### config.mk
export PLATFORM = sky130hd
export DESIGN_NAME = dpwm_top
export DESIGN_NICKNAME = d
export VERILOG_FILES = /design/src/design/dpwm_pkg.sv /design/src/design/dpwm_chan.sv /design/src/design/dpwm_div.sv /design/src/design/dpwm_top.sv
export SDC_FILE = /design/constraint.sdc
export NUM_CORES = 1
export LEC_CHECK = 0
export BUFFER_PORTS_ARGS = -buffer_cell sky130_fd_sc_hd__buf_2
export CAP_MARGIN = 20
export CORE_MARGIN = 2
export CORE_UTILIZATION = 25
export CTS_BUF_LIST = sky130_fd_sc_hd__clkbuf_2
export CTS_CLUSTER_DIAMETER = 50
export DETAILED_ROUTE_END_ITERATION = 12
export PLACE_DENSITY = 0.5
export SKIP_LAST_GASP = 1
export SYNTH_ARGS = -nofsm -noshare
export SYNTH_HDL_FRONTEND = slang
export SYNTH_SLANG_ARGS = --single-unit
### constraint.sdc
create_clock -name ref_clk_i -period 3.5 [get_ports ref_clk_i]
set_clock_uncertainty 0.15 [all_clocks]
set_input_delay 0 -clock ref_clk_i [delete_from_list [all_inputs] [get_ports ref_clk_i]]
set_output_delay 0 -clock ref_clk_i [all_outputs]
set_load 0.1 [all_outputs]
### src/design/dpwm_pkg.sv
// Shared constants and types for the dual pulse-width generator
package dpwm_pkg;

  localparam int unsigned ADDR_W = 8;
  localparam int unsigned DATA_W = 8;
  localparam int unsigned CHAN_N = 2;
  localparam int unsigned CNT_W = 8;

  // Register offsets
  localparam logic [ADDR_W-1:0] ADDR_DUTY2 = 8'h9B;
  localparam logic [ADDR_W-1:0] ADDR_DUTY1 = 8'h9C;
  localparam logic [ADDR_W-1:0] ADDR_CTRL = 8'h9D;
  localparam logic [ADDR_W-1:0] ADDR_CLKDIV = 8'h9E;

  // Reset values
  localparam logic [DATA_W-1:0] RST_CTRL = 8'h02;
  localparam logic [DATA_W-1:0] RST_CLKDIV = 8'h00;
  localparam logic [DATA_W-1:0] RST_DUTY = 8'h00;
  localparam logic [DATA_W-1:0] READ_ZERO = 8'h00;

  // Counter limits
  localparam logic [CNT_W-1:0] CNT_ZERO = 8'h00;
  localparam logic [CNT_W-1:0] CNT_ONE = 8'h01;
  localparam logic [CNT_W-1:0] CNT_MAX = 8'hFF;

  // Control register field positions
  localparam int unsigned BIT_IRQ_EN = 7;
  localparam int unsigned BIT_POL2 = 6;
  localparam int unsigned BIT_POL1 = 5;
  localparam int unsigned BIT_FLAG = 4;
  localparam int unsigned BIT_OE2 = 3;
  localparam int unsigned BIT_OE1 = 2;
  localparam int unsigned BIT_CLR = 1;

  // Field order matches bit positions 7 down to 0
  typedef struct packed {
    logic irq_en;
    logic pol2;
    logic pol1;
    logic flag;
    logic oe2;
    logic oe1;
    logic clr_all;
    logic rsvd;
  } dpwm_ctrl_t;

endpackage : dpwm_pkg

### src/design/dpwm_chan.sv
// One pulse-width channel: period counter, duty shadow and compare
`timescale 1ns/1ps
module dpwm_chan (
  input wire logic clk_i,
  input wire logic rst_n_i,
  input wire logic clr_i,
  input wire logic tick_i,
  input wire logic [dpwm_pkg::CNT_W-1:0] duty_i,
  output logic [dpwm_pkg::CNT_W-1:0] cnt_o,
  output logic [dpwm_pkg::CNT_W-1:0] shadow_o,
  output logic active_o,
  output logic wrap_o
);

  logic [dpwm_pkg::CNT_W-1:0] cnt_r;
  logic [dpwm_pkg::CNT_W-1:0] shadow_r;

  assign wrap_o = tick_i && (cnt_r == dpwm_pkg::CNT_MAX);

  always_ff @(posedge clk_i or negedge rst_n_i) begin
    if (!rst_n_i) begin
      cnt_r <= dpwm_pkg::CNT_ZERO;
    end else if (clr_i) begin
      cnt_r <= dpwm_pkg::CNT_ZERO;
    end else if (tick_i) begin
      cnt_r <= cnt_r + dpwm_pkg::CNT_ONE;
    end
  end

  always_ff @(posedge clk_i or negedge rst_n_i) begin
    if (!rst_n_i) begin
      shadow_r <= dpwm_pkg::RST_DUTY;
    end else if (clr_i || wrap_o) begin
      shadow_r <= duty_i;
    end
  end

  // active for the first shadow_r ticks of each 256-tick period
  assign active_o = cnt_r < shadow_r;
  assign cnt_o = cnt_r;
  assign shadow_o = shadow_r;

endmodule : dpwm_chan

### src/design/dpwm_div.sv
// Tick generator dividing the system clock by the programmed factor plus one
`timescale 1ns/1ps
module dpwm_div (
  input wire logic clk_i,
  input wire logic rst_n_i,
  input wire logic clr_i,
  input wire logic [dpwm_pkg::CNT_W-1:0] factor_i,
  output logic tick_o
);

  logic [dpwm_pkg::CNT_W-1:0] cnt_r;

  assign tick_o = !clr_i && (cnt_r >= factor_i);

  always_ff @(posedge clk_i or negedge rst_n_i) begin
    if (!rst_n_i) begin
      cnt_r <= dpwm_pkg::CNT_ZERO;
    end else if (clr_i || tick_o) begin
      cnt_r <= dpwm_pkg::CNT_ZERO;
    end else begin
      cnt_r <= cnt_r + dpwm_pkg::CNT_ONE;
    end
  end

endmodule : dpwm_div

### src/design/dpwm_top.sv
// Dual pulse-width generator top: registers, channels and pin drivers
//
// Operation
// - Channel one is at its active level for duty/256 of each period, from 0% to 99.6%.
// - Channel two does the same with its own duty value, independent of channel one.
// - A polarity bit (6 for channel two, 5 for channel one) set makes the pin idle high.
// - A channel's waveform reaches its pin only while its enable (bit 3 or bit 2) is set.
// - Control bit 7 gates the period-end flag onto the interrupt request.
// - The period-end flag, control bit 4, is set whenever a period completes.
// - The flag clears on a write of 1 to it or on a write of the channel-one duty.
// - While clear-all (bit 1, reset value 1) is set, counters are emptied and the duty buffer reloads from the duty registers.
// - The count clock is the system clock divided by the 8-bit divider register plus one.
`timescale 1ns/1ps
module dpwm_top (
  input wire logic ref_clk_i,
  input wire logic rstn_i,
  input wire logic [dpwm_pkg::ADDR_W-1:0] addr_i,
  input wire logic [dpwm_pkg::DATA_W-1:0] wdata_i,
  input wire logic we_i,
  input wire logic re_i,
  output logic [dpwm_pkg::DATA_W-1:0] rdata_o,
  output logic [dpwm_pkg::CHAN_N-1:0] pwm_o,
  output logic [dpwm_pkg::CHAN_N-1:0] pwm_oe_o,
  output logic irq_o
);

  // Reset release through two flops; assertion stays asynchronous
  logic rst_meta_r;
  logic rst_sync_r;
  logic rst_n;

  always_ff @(posedge ref_clk_i or negedge rstn_i) begin
    if (!rstn_i) begin
      rst_meta_r <= 1'b0;
      rst_sync_r <= 1'b0;
    end else begin
      rst_meta_r <= 1'b1;
      rst_sync_r <= rst_meta_r;
    end
  end

  assign rst_n = rst_sync_r;

  // Register state
  dpwm_pkg::dpwm_ctrl_t ctrl_r;
  logic [dpwm_pkg::DATA_W-1:0] duty1_r;
  logic [dpwm_pkg::DATA_W-1:0] duty2_r;
  logic [dpwm_pkg::DATA_W-1:0] clkdiv_r;
  logic [dpwm_pkg::DATA_W-1:0] rdata_r;
  logic [dpwm_pkg::DATA_W-1:0] rdata_nxt;

  // Bus decode
  logic wr_duty1;
  logic wr_duty2;
  logic wr_ctrl;
  logic wr_clkdiv;

  assign wr_duty1 = we_i && (addr_i == dpwm_pkg::ADDR_DUTY1);
  assign wr_duty2 = we_i && (addr_i == dpwm_pkg::ADDR_DUTY2);
  assign wr_ctrl = we_i && (addr_i == dpwm_pkg::ADDR_CTRL);
  assign wr_clkdiv = we_i && (addr_i == dpwm_pkg::ADDR_CLKDIV);

  // Channel signals, index 0 is channel one
  logic tick;
  logic [dpwm_pkg::CHAN_N-1:0][dpwm_pkg::CNT_W-1:0] chan_duty;
  logic [dpwm_pkg::CHAN_N-1:0][dpwm_pkg::CNT_W-1:0] chan_cnt;
  logic [dpwm_pkg::CHAN_N-1:0][dpwm_pkg::CNT_W-1:0] chan_shadow;
  logic [dpwm_pkg::CHAN_N-1:0] chan_active;
  logic [dpwm_pkg::CHAN_N-1:0] chan_wrap;
  logic [dpwm_pkg::CHAN_N-1:0] chan_pol;
  logic [dpwm_pkg::CHAN_N-1:0] chan_oe;
  logic period_end;

  assign chan_duty[0] = duty1_r;
  assign chan_duty[1] = duty2_r;
  assign chan_pol[0] = ctrl_r.pol1;
  assign chan_pol[1] = ctrl_r.pol2;
  assign chan_oe[0] = ctrl_r.oe1;
  assign chan_oe[1] = ctrl_r.oe2;

  // Both channels share one tick, so channel one's wrap marks the period end
  assign period_end = chan_wrap[0];

  // Duty registers; a write only fills the buffer, the channel loads it later
  always_ff @(posedge ref_clk_i or negedge rst_n) begin
    if (!rst_n) begin
      duty1_r <= dpwm_pkg::RST_DUTY;
    end else if (wr_duty1) begin
      duty1_r <= wdata_i;
    end
  end

  always_ff @(posedge ref_clk_i or negedge rst_n) begin
    if (!rst_n) begin
      duty2_r <= dpwm_pkg::RST_DUTY;
    end else if (wr_duty2) begin
      duty2_r <= wdata_i;
    end
  end

  always_ff @(posedge ref_clk_i or negedge rst_n) begin
    if (!rst_n) begin
      clkdiv_r <= dpwm_pkg::RST_CLKDIV;
    end else if (wr_clkdiv) begin
      clkdiv_r <= wdata_i;
    end
  end

  // Plain control fields; clear-all comes up set so nothing runs before software
  always_ff @(posedge ref_clk_i or negedge rst_n) begin
    if (!rst_n) begin
      ctrl_r.irq_en <= dpwm_pkg::RST_CTRL[dpwm_pkg::BIT_IRQ_EN];
      ctrl_r.pol2 <= dpwm_pkg::RST_CTRL[dpwm_pkg::BIT_POL2];
      ctrl_r.pol1 <= dpwm_pkg::RST_CTRL[dpwm_pkg::BIT_POL1];
      ctrl_r.oe2 <= dpwm_pkg::RST_CTRL[dpwm_pkg::BIT_OE2];
      ctrl_r.oe1 <= dpwm_pkg::RST_CTRL[dpwm_pkg::BIT_OE1];
      ctrl_r.clr_all <= dpwm_pkg::RST_CTRL[dpwm_pkg::BIT_CLR];
    end else if (wr_ctrl) begin
      ctrl_r.irq_en <= wdata_i[dpwm_pkg::BIT_IRQ_EN];
      ctrl_r.pol2 <= wdata_i[dpwm_pkg::BIT_POL2];
      ctrl_r.pol1 <= wdata_i[dpwm_pkg::BIT_POL1];
      ctrl_r.oe2 <= wdata_i[dpwm_pkg::BIT_OE2];
      ctrl_r.oe1 <= wdata_i[dpwm_pkg::BIT_OE1];
      ctrl_r.clr_all <= wdata_i[dpwm_pkg::BIT_CLR];
    end
  end

  // Reserved bit is read-only zero
  always_ff @(posedge ref_clk_i or negedge rst_n) begin
    if (!rst_n) begin
      ctrl_r.rsvd <= 1'b0;
    end else begin
      ctrl_r.rsvd <= 1'b0;
    end
  end

  // clear by write one or channel-one duty write
  // A set in the same cycle as a clear wins so no period end is lost
  always_ff @(posedge ref_clk_i or negedge rst_n) begin
    if (!rst_n) begin
      ctrl_r.flag <= dpwm_pkg::RST_CTRL[dpwm_pkg::BIT_FLAG];
    end else if (period_end) begin
      ctrl_r.flag <= 1'b1;
    end else if ((wr_ctrl && wdata_i[dpwm_pkg::BIT_FLAG]) || wr_duty1) begin
      ctrl_r.flag <= 1'b0;
    end
  end

  dpwm_div u_div (
    .clk_i(ref_clk_i),
    .rst_n_i(rst_n),
    .clr_i(ctrl_r.clr_all),
    .factor_i(clkdiv_r),
    .tick_o(tick)
  );

  for (genvar g = 0; g < dpwm_pkg::CHAN_N; g++) begin : g_chan
    dpwm_chan u_chan (
      .clk_i(ref_clk_i),
      .rst_n_i(rst_n),
      .clr_i(ctrl_r.clr_all),
      .tick_i(tick),
      .duty_i(chan_duty[g]),
      .cnt_o(chan_cnt[g]),
      .shadow_o(chan_shadow[g]),
      .active_o(chan_active[g]),
      .wrap_o(chan_wrap[g])
    );

    // enable gates waveform
    // A disabled channel holds pwm_o at its idle level but drops pwm_oe_o, so the pin floats
    always_ff @(posedge ref_clk_i or negedge rst_n) begin
      if (!rst_n) begin
        pwm_o[g] <= 1'b0;
        pwm_oe_o[g] <= 1'b0;
      end else begin
        pwm_o[g] <= (chan_oe[g] && chan_active[g]) ^ chan_pol[g];
        pwm_oe_o[g] <= chan_oe[g];
      end
    end
  end

  always_ff @(posedge ref_clk_i or negedge rst_n) begin
    if (!rst_n) begin
      irq_o <= 1'b0;
    end else begin
      irq_o <= ctrl_r.irq_en && ctrl_r.flag;
    end
  end

  // Read mux; unmapped offsets and idle cycles read zero
  always_comb begin
    rdata_nxt = dpwm_pkg::READ_ZERO;
    if (re_i) begin
      case (addr_i)
        dpwm_pkg::ADDR_DUTY1: rdata_nxt = duty1_r;
        dpwm_pkg::ADDR_DUTY2: rdata_nxt = duty2_r;
        dpwm_pkg::ADDR_CTRL: rdata_nxt = ctrl_r;
        dpwm_pkg::ADDR_CLKDIV: rdata_nxt = clkdiv_r;
        default: rdata_nxt = dpwm_pkg::READ_ZERO;
      endcase
    end
  end

  always_ff @(posedge ref_clk_i or negedge rst_n) begin
    if (!rst_n) begin
      rdata_r <= dpwm_pkg::READ_ZERO;
    end else begin
      rdata_r <= rdata_nxt;
    end
  end

  assign rdata_o = rdata_r;

  // tick gap tracker
  // A divider write or clear-all cuts the gap, so that gap is not judged
  logic [dpwm_pkg::CNT_W-1:0] tick_gap_r;
  logic gap_valid_r;

  always_ff @(posedge ref_clk_i or negedge rst_n) begin
    if (!rst_n) begin
      tick_gap_r <= dpwm_pkg::CNT_ZERO;
      gap_valid_r <= 1'b0;
    end else if (tick || wr_clkdiv || ctrl_r.clr_all) begin
      tick_gap_r <= dpwm_pkg::CNT_ZERO;
      gap_valid_r <= tick && !wr_clkdiv;
    end else begin
      tick_gap_r <= tick_gap_r + dpwm_pkg::CNT_ONE;
    end
  end

  // Checks on the design's own behaviour

  a_chan_one_level: assert property (
    @(posedge ref_clk_i) disable iff (!rst_n)
    ($past(chan_active[0]) && $past(ctrl_r.oe1) && !$past(ctrl_r.pol1)) |-> pwm_o[0]
  ) else $error("channel one not high while active");

  a_chan_two_level: assert property (
    @(posedge ref_clk_i) disable iff (!rst_n)
    (ctrl_r.oe2 && ctrl_r.pol2 && !chan_active[1]) |=> pwm_o[1]
  ) else $error("channel two not idle high outside duty");

  a_idle_polarity: assert property (
    @(posedge ref_clk_i) disable iff (!rst_n)
    (!ctrl_r.oe1 && $stable(ctrl_r.pol1)) |=> (pwm_o[0] == $past(ctrl_r.pol1))
  ) else $error("disabled channel one not at idle level");

  a_enable_reach: assert property (
    @(posedge ref_clk_i) disable iff (!rst_n)
    $rose(ctrl_r.oe2) |=> pwm_oe_o[1]
  ) else $error("channel two enable did not reach pin");

  a_irq_gated: assert property (
    @(posedge ref_clk_i) disable iff (!rst_n)
    (ctrl_r.irq_en && ctrl_r.flag) |=> irq_o
  ) else $error("enabled flag gave no request");

  a_irq_masked: assert property (
    @(posedge ref_clk_i) disable iff (!rst_n)
    !ctrl_r.irq_en |=> !irq_o
  ) else $error("request raised while disabled");

  a_flag_set: assert property (
    @(posedge ref_clk_i) disable iff (!rst_n)
    (period_end && (chan_cnt[0] == dpwm_pkg::CNT_MAX)) |=>
      (ctrl_r.flag && chan_cnt[0] == dpwm_pkg::CNT_ZERO)
  ) else $error("period end did not set flag");

  a_flag_clear: assert property (
    @(posedge ref_clk_i) disable iff (!rst_n)
    (wr_duty1 && !period_end) |=> !ctrl_r.flag
  ) else $error("duty one write did not clear flag");

  a_clear_hold: assert property (
    @(posedge ref_clk_i) disable iff (!rst_n)
    ctrl_r.clr_all |-> !tick ##1
      (chan_cnt[0] == dpwm_pkg::CNT_ZERO && chan_cnt[1] == dpwm_pkg::CNT_ZERO)
  ) else $error("counters not emptied under clear-all");

  a_div_spacing: assert property (
    @(posedge ref_clk_i) disable iff (!rst_n)
    (tick && gap_valid_r) |-> (tick_gap_r == clkdiv_r)
  ) else $error("tick spacing differs from divider factor plus one");

  a_duty_boundary: assert property (
    @(posedge ref_clk_i) disable iff (!rst_n)
    (!chan_wrap[1] && !ctrl_r.clr_all) |=> $stable(chan_shadow[1])
  ) else $error("channel two duty changed mid-period");

  a_chan_one_low: assert property (
    @(posedge ref_clk_i) disable iff (!rst_n)
    (!chan_active[0] && ctrl_r.oe1 && !ctrl_r.pol1) |=> !pwm_o[0]
  ) else $error("channel one high outside duty");

  a_chan_two_high: assert property (
    @(posedge ref_clk_i) disable iff (!rst_n)
    (chan_active[1] && ctrl_r.oe2 && !ctrl_r.pol2) |=> pwm_o[1]
  ) else $error("channel two not high inside duty");

  a_idle_two: assert property (
    @(posedge ref_clk_i) disable iff (!rst_n)
    !pwm_oe_o[1] |-> (pwm_o[1] == $past(ctrl_r.pol2))
  ) else $error("disabled channel two not at idle level");

  a_pin_enable: assert property (
    @(posedge ref_clk_i) disable iff (!rst_n)
    pwm_oe_o == $past(chan_oe)
  ) else $error("pin enables do not follow control");

  a_irq_drop: assert property (
    @(posedge ref_clk_i) disable iff (!rst_n)
    !ctrl_r.flag |=> !irq_o
  ) else $error("request raised without flag");

  a_flag_hold: assert property (
    @(posedge ref_clk_i) disable iff (!rst_n)
    (!period_end && !wr_duty1 && !wr_ctrl) |=> $stable(ctrl_r.flag)
  ) else $error("flag changed without period end or clear");

  a_flag_w1c: assert property (
    @(posedge ref_clk_i) disable iff (!rst_n)
    (wr_ctrl && wdata_i[dpwm_pkg::BIT_FLAG] && !period_end) |=> !ctrl_r.flag
  ) else $error("write of one did not clear flag");

  a_clear_load: assert property (
    @(posedge ref_clk_i) disable iff (!rst_n)
    ctrl_r.clr_all |=> (chan_shadow[0] == $past(duty1_r) && chan_shadow[1] == $past(duty2_r))
  ) else $error("duty buffer not refilled under clear-all");

  a_count_hold: assert property (
    @(posedge ref_clk_i) disable iff (!rst_n)
    (!tick && !ctrl_r.clr_all) |=> $stable(chan_cnt[1])
  ) else $error("counter moved without a tick");

  a_count_step: assert property (
    @(posedge ref_clk_i) disable iff (!rst_n)
    tick |=> (chan_cnt[0] == $past(chan_cnt[0]) + dpwm_pkg::CNT_ONE)
  ) else $error("counter did not step on tick");

  a_shadow_wrap: assert property (
    @(posedge ref_clk_i) disable iff (!rst_n)
    chan_wrap[0] |=> (chan_shadow[0] == $past(duty1_r))
  ) else $error("channel one duty not loaded at period start");

endmodule : dpwm_top

==> impl_results.md <==
* HPWL Detailed at 6750 um
* H-Tree Depth at 3
* Async set-reset flop share out of synthesis at 1.00
* Multi-input logic area at 1990 um^2
* Setup_tns at 0 ns
* Reg area at ~2200 um^2
* Post-route minimum period at 2.87 ns
* MaxCap Viol Count at 0
* Starting density of the core at 0.257
* Area share of fa/ha/maj cells after synthesis at 0.0730
* Share of cells above drive strength 1 at 0.274
* Number of hold buffers added after cts at 26
* Rel. slew slack at 0.493
* VDD IR max at 235 uV
* # IOs at 33
* FMAX at 349 MHz
* Core area at roughly 17000 um^2
* Total Routing Usage GR at 0.111
* Global-route wire length before repair at approximately 16000 um
* Mapped Area at around 4300 um^2
* Outcome: finished clean
* Post-synthesis simple-gate area fraction at 0.125
* Main combinational cell family by area after synthesis: multiplexers
* Crit path launch type: input pin
* Avg Cell Area, Syn at around 12 um^2
* Filler cells at 1723
* Die height at about 130 um
* Total grt overflow at 0
* Buffer depth of the longest clock path at 2
* Skew-Pair Late Insertion Delay at 0.57 ns
* CTS clk-pin slew, worst paths at approximately 0.23 ns
* Worst-path fanout max at 8
* Pre-antenna DRT Iters at 4
* Multiplexer share of the synthesized area at 0.168
* CTS buffer count at 9
* Row Count at 47
* CP required at ~3.8 ns
* Post-CTS setup buffers at 0
* Power, Total at between 2000 and 3000 uW
* # setup viols final at 0
* XOR/XNOR share of the synthesized area at 0.0225
* Die area at between 15000 and 20000 um^2
* Hold Fails Final Rpt at 0
* Yosys reg bits at 86
* Die X at ~130 um
* Post-synth top flop: dfrtp_1
* DR vias at 2897
* CP Capture Type: register
* Vias in the first global route at 2998
* Wire per inst at 14.3 um
* Pwr Density at 504 nW/um^2
* Synth warn at 0
* Crit Path Class: input pin to register
* Slew Limit Fails at 0
* Routed WL at 9330 um
* Initial antenna violation count at 1
* CTS tree: yes
* Post-cts sizing count at 0
* Post-synthesis sequential area ratio at 0.503
* Port bufs at 32
* Largest net degree at the start of global routing at 57
* Post-Syn Nets at a little over 400
* Clk sinks at 86
* Vias per cell at roughly 4.4
* Leak at roughly 0.0024 uW
* Iter 0 DRT Violations at 149
* Routability Congestion at approximately 0.76
* Detail Route Antenna Nets at 0
* Slew @ Worst Pin at approximately 0.76 ns
* DRC at 0
* Final #Nets at 470
* P&R area growth vs syn at 18.8%
* Synth Instances at between 300 and 400
* Hold Crit Class: input pin to async pin
* CTS root buf: clkbuf_2
* Number of synthesized flops with an enable pin at 0
* RSZ-0062 raised after global routing: no
* Compound-Gate Fraction of Synth Area at 0.0765
* Final hold slack at ~0.083 ns
* Part of the cycle the worst path needs at 0.820
* Synth unique cells at 45
* WP data arrival at between 3 and 4 ns
[cell families (layout without fill, tap and decap cells)]
logic type	count (synthesis)	in the layout
AND/OR/NAND/NOR	103	103
multiplexers	65	65
other	1	3
flip-flops	86	86
adder cells (fa/ha/maj)	25	25
XOR/XNOR	11	11
AO/OA/AOI/OAI	37	37
buffers and inverters	33	102
[worst max-delay path: stages]
cell	delay (ns)
dlygate4sd3_1	0.56
buf_2	0.13
nor3b_1	0.23
dlygate4sd3_1	0.61
nand2_1	0.12
nor3_2	0.57
mux2_2	0.41
dlygate4sd3_1	0.56
[cells in the final DEF (no fill, tap or decap), types with 6 or more instances in the layout]
| master | count |
|---|---|
| a221oi_1 | 7 |
| and3_1 | 6 |
| buf_2 | 32 |
| clkbuf_2 | 9 |
| dfrtp_1 | 84 |
| dlygate4sd3_1 | 26 |
| ha_1 | 25 |
| inv_1 | 25 |
| mux2_2 | 55 |
| mux2i_1 | 10 |
| nand2_1 | 12 |
| nand3_1 | 7 |
| nand4_1 | 7 |
| nor2_1 | 40 |
| nor2b_1 | 10 |
| xor2_1 | 7 |
[final timing paths]
kind	startpoint	end	cells after the start	slack, ns
setup reg to reg	u_div.cnt_r[0]	g_chan[1].u_chan.cnt_o[5]	8	0.72
setup / recovery	addr_i[5]	clkdiv_r[0]	8	0.63
hold / removal	rstn_i	rst_n	3	0.08
min in group ref_clk_i	wdata_i[7]	ctrl_r[7]	3	0.10
max in group asynchronous	rst_n	g_chan[1].u_chan.cnt_o[7]	1	2.37
hold reg to reg	rst_n	g_chan[0].u_chan.cnt_o[5]	1	0.18
[flip-flops by register name (all words and copies together), names as in the netlist]
signal and count:
chan_oe 2, chan_pol 2, clkdiv_r 8, ctrl_r 3, duty1_r 8, duty2_r 8
g_chan.u_chan.cnt_o 16, g_chan.u_chan.shadow_o 16, irq_o 1, pwm_o 2, pwm_oe_o 2, rdata_o 8
rst_meta_r 1, rst_n 1, u_div.cnt_r 8
[where the power goes]
group	leakage [uW]	switching, uW	total [uW]	internal [uW]
registers	0.00115	176	1300	1130
clock network	0.0000622	358	523	165
logic	0.00115	369	738	369
total	0.00237	903	2560	1660
[layer usage]
layer / wire (um) / vias to the layer above / GRT usage
met3: 188 / 13 / 0.0195
li1: - / 1401 / -
met2: 4530 / 31 / 0.180
met5: 0 / - / 0
met1: 4440 / 1452 / 0.147
met4: 170 / 0 / 0.0497
[through the flow]
step                std cells  instance area (um^2)  utilization  setup WS (ns)
finish                    652                  5090        0.306          0.631
global placement          608                  4700        0.283          0.778
floorplan                 361                  4280            -          0.779
global route              652                  5090        0.306          0.513
CTS                       650                  5080        0.305          0.700
detailed placement        608                  4700        0.283          0.747
[final cells by class]
cell class                      instances  area share
Sequential cell                        86       0.424
Multi-Input combinational cell        242       0.392
Timing Repair Buffer                   61      0.0871
Tap cell                              220      0.0541
Inverter                               25      0.0184
Clock inverter                          7      0.0145
Clock buffer                            9     0.00885
Antenna cell                            2    0.000984
[synthesized netlist by cell type, types with 6 or more instances]
| master | instances | area (um^2) |
|---|---|---|
| ha_1 | 25 | 313 |
| nand3_1 | 7 | 35.0 |
| and3_1 | 6 | 37.5 |
| nand4_1 | 7 | 43.8 |
| dfrtp_1 | 85 | 2130 |
| mux2i_1 | 10 | 100 |
| nand2_1 | 12 | 45.0 |
| a221oi_1 | 7 | 61.3 |
| inv_1 | 25 | 93.8 |
| nor2b_1 | 10 | 62.6 |
| nor2_1 | 40 | 150 |
| mux2_2 | 55 | 619 |
| xor2_1 | 7 | 61.3 |
(Power assumes the default switching activity.)
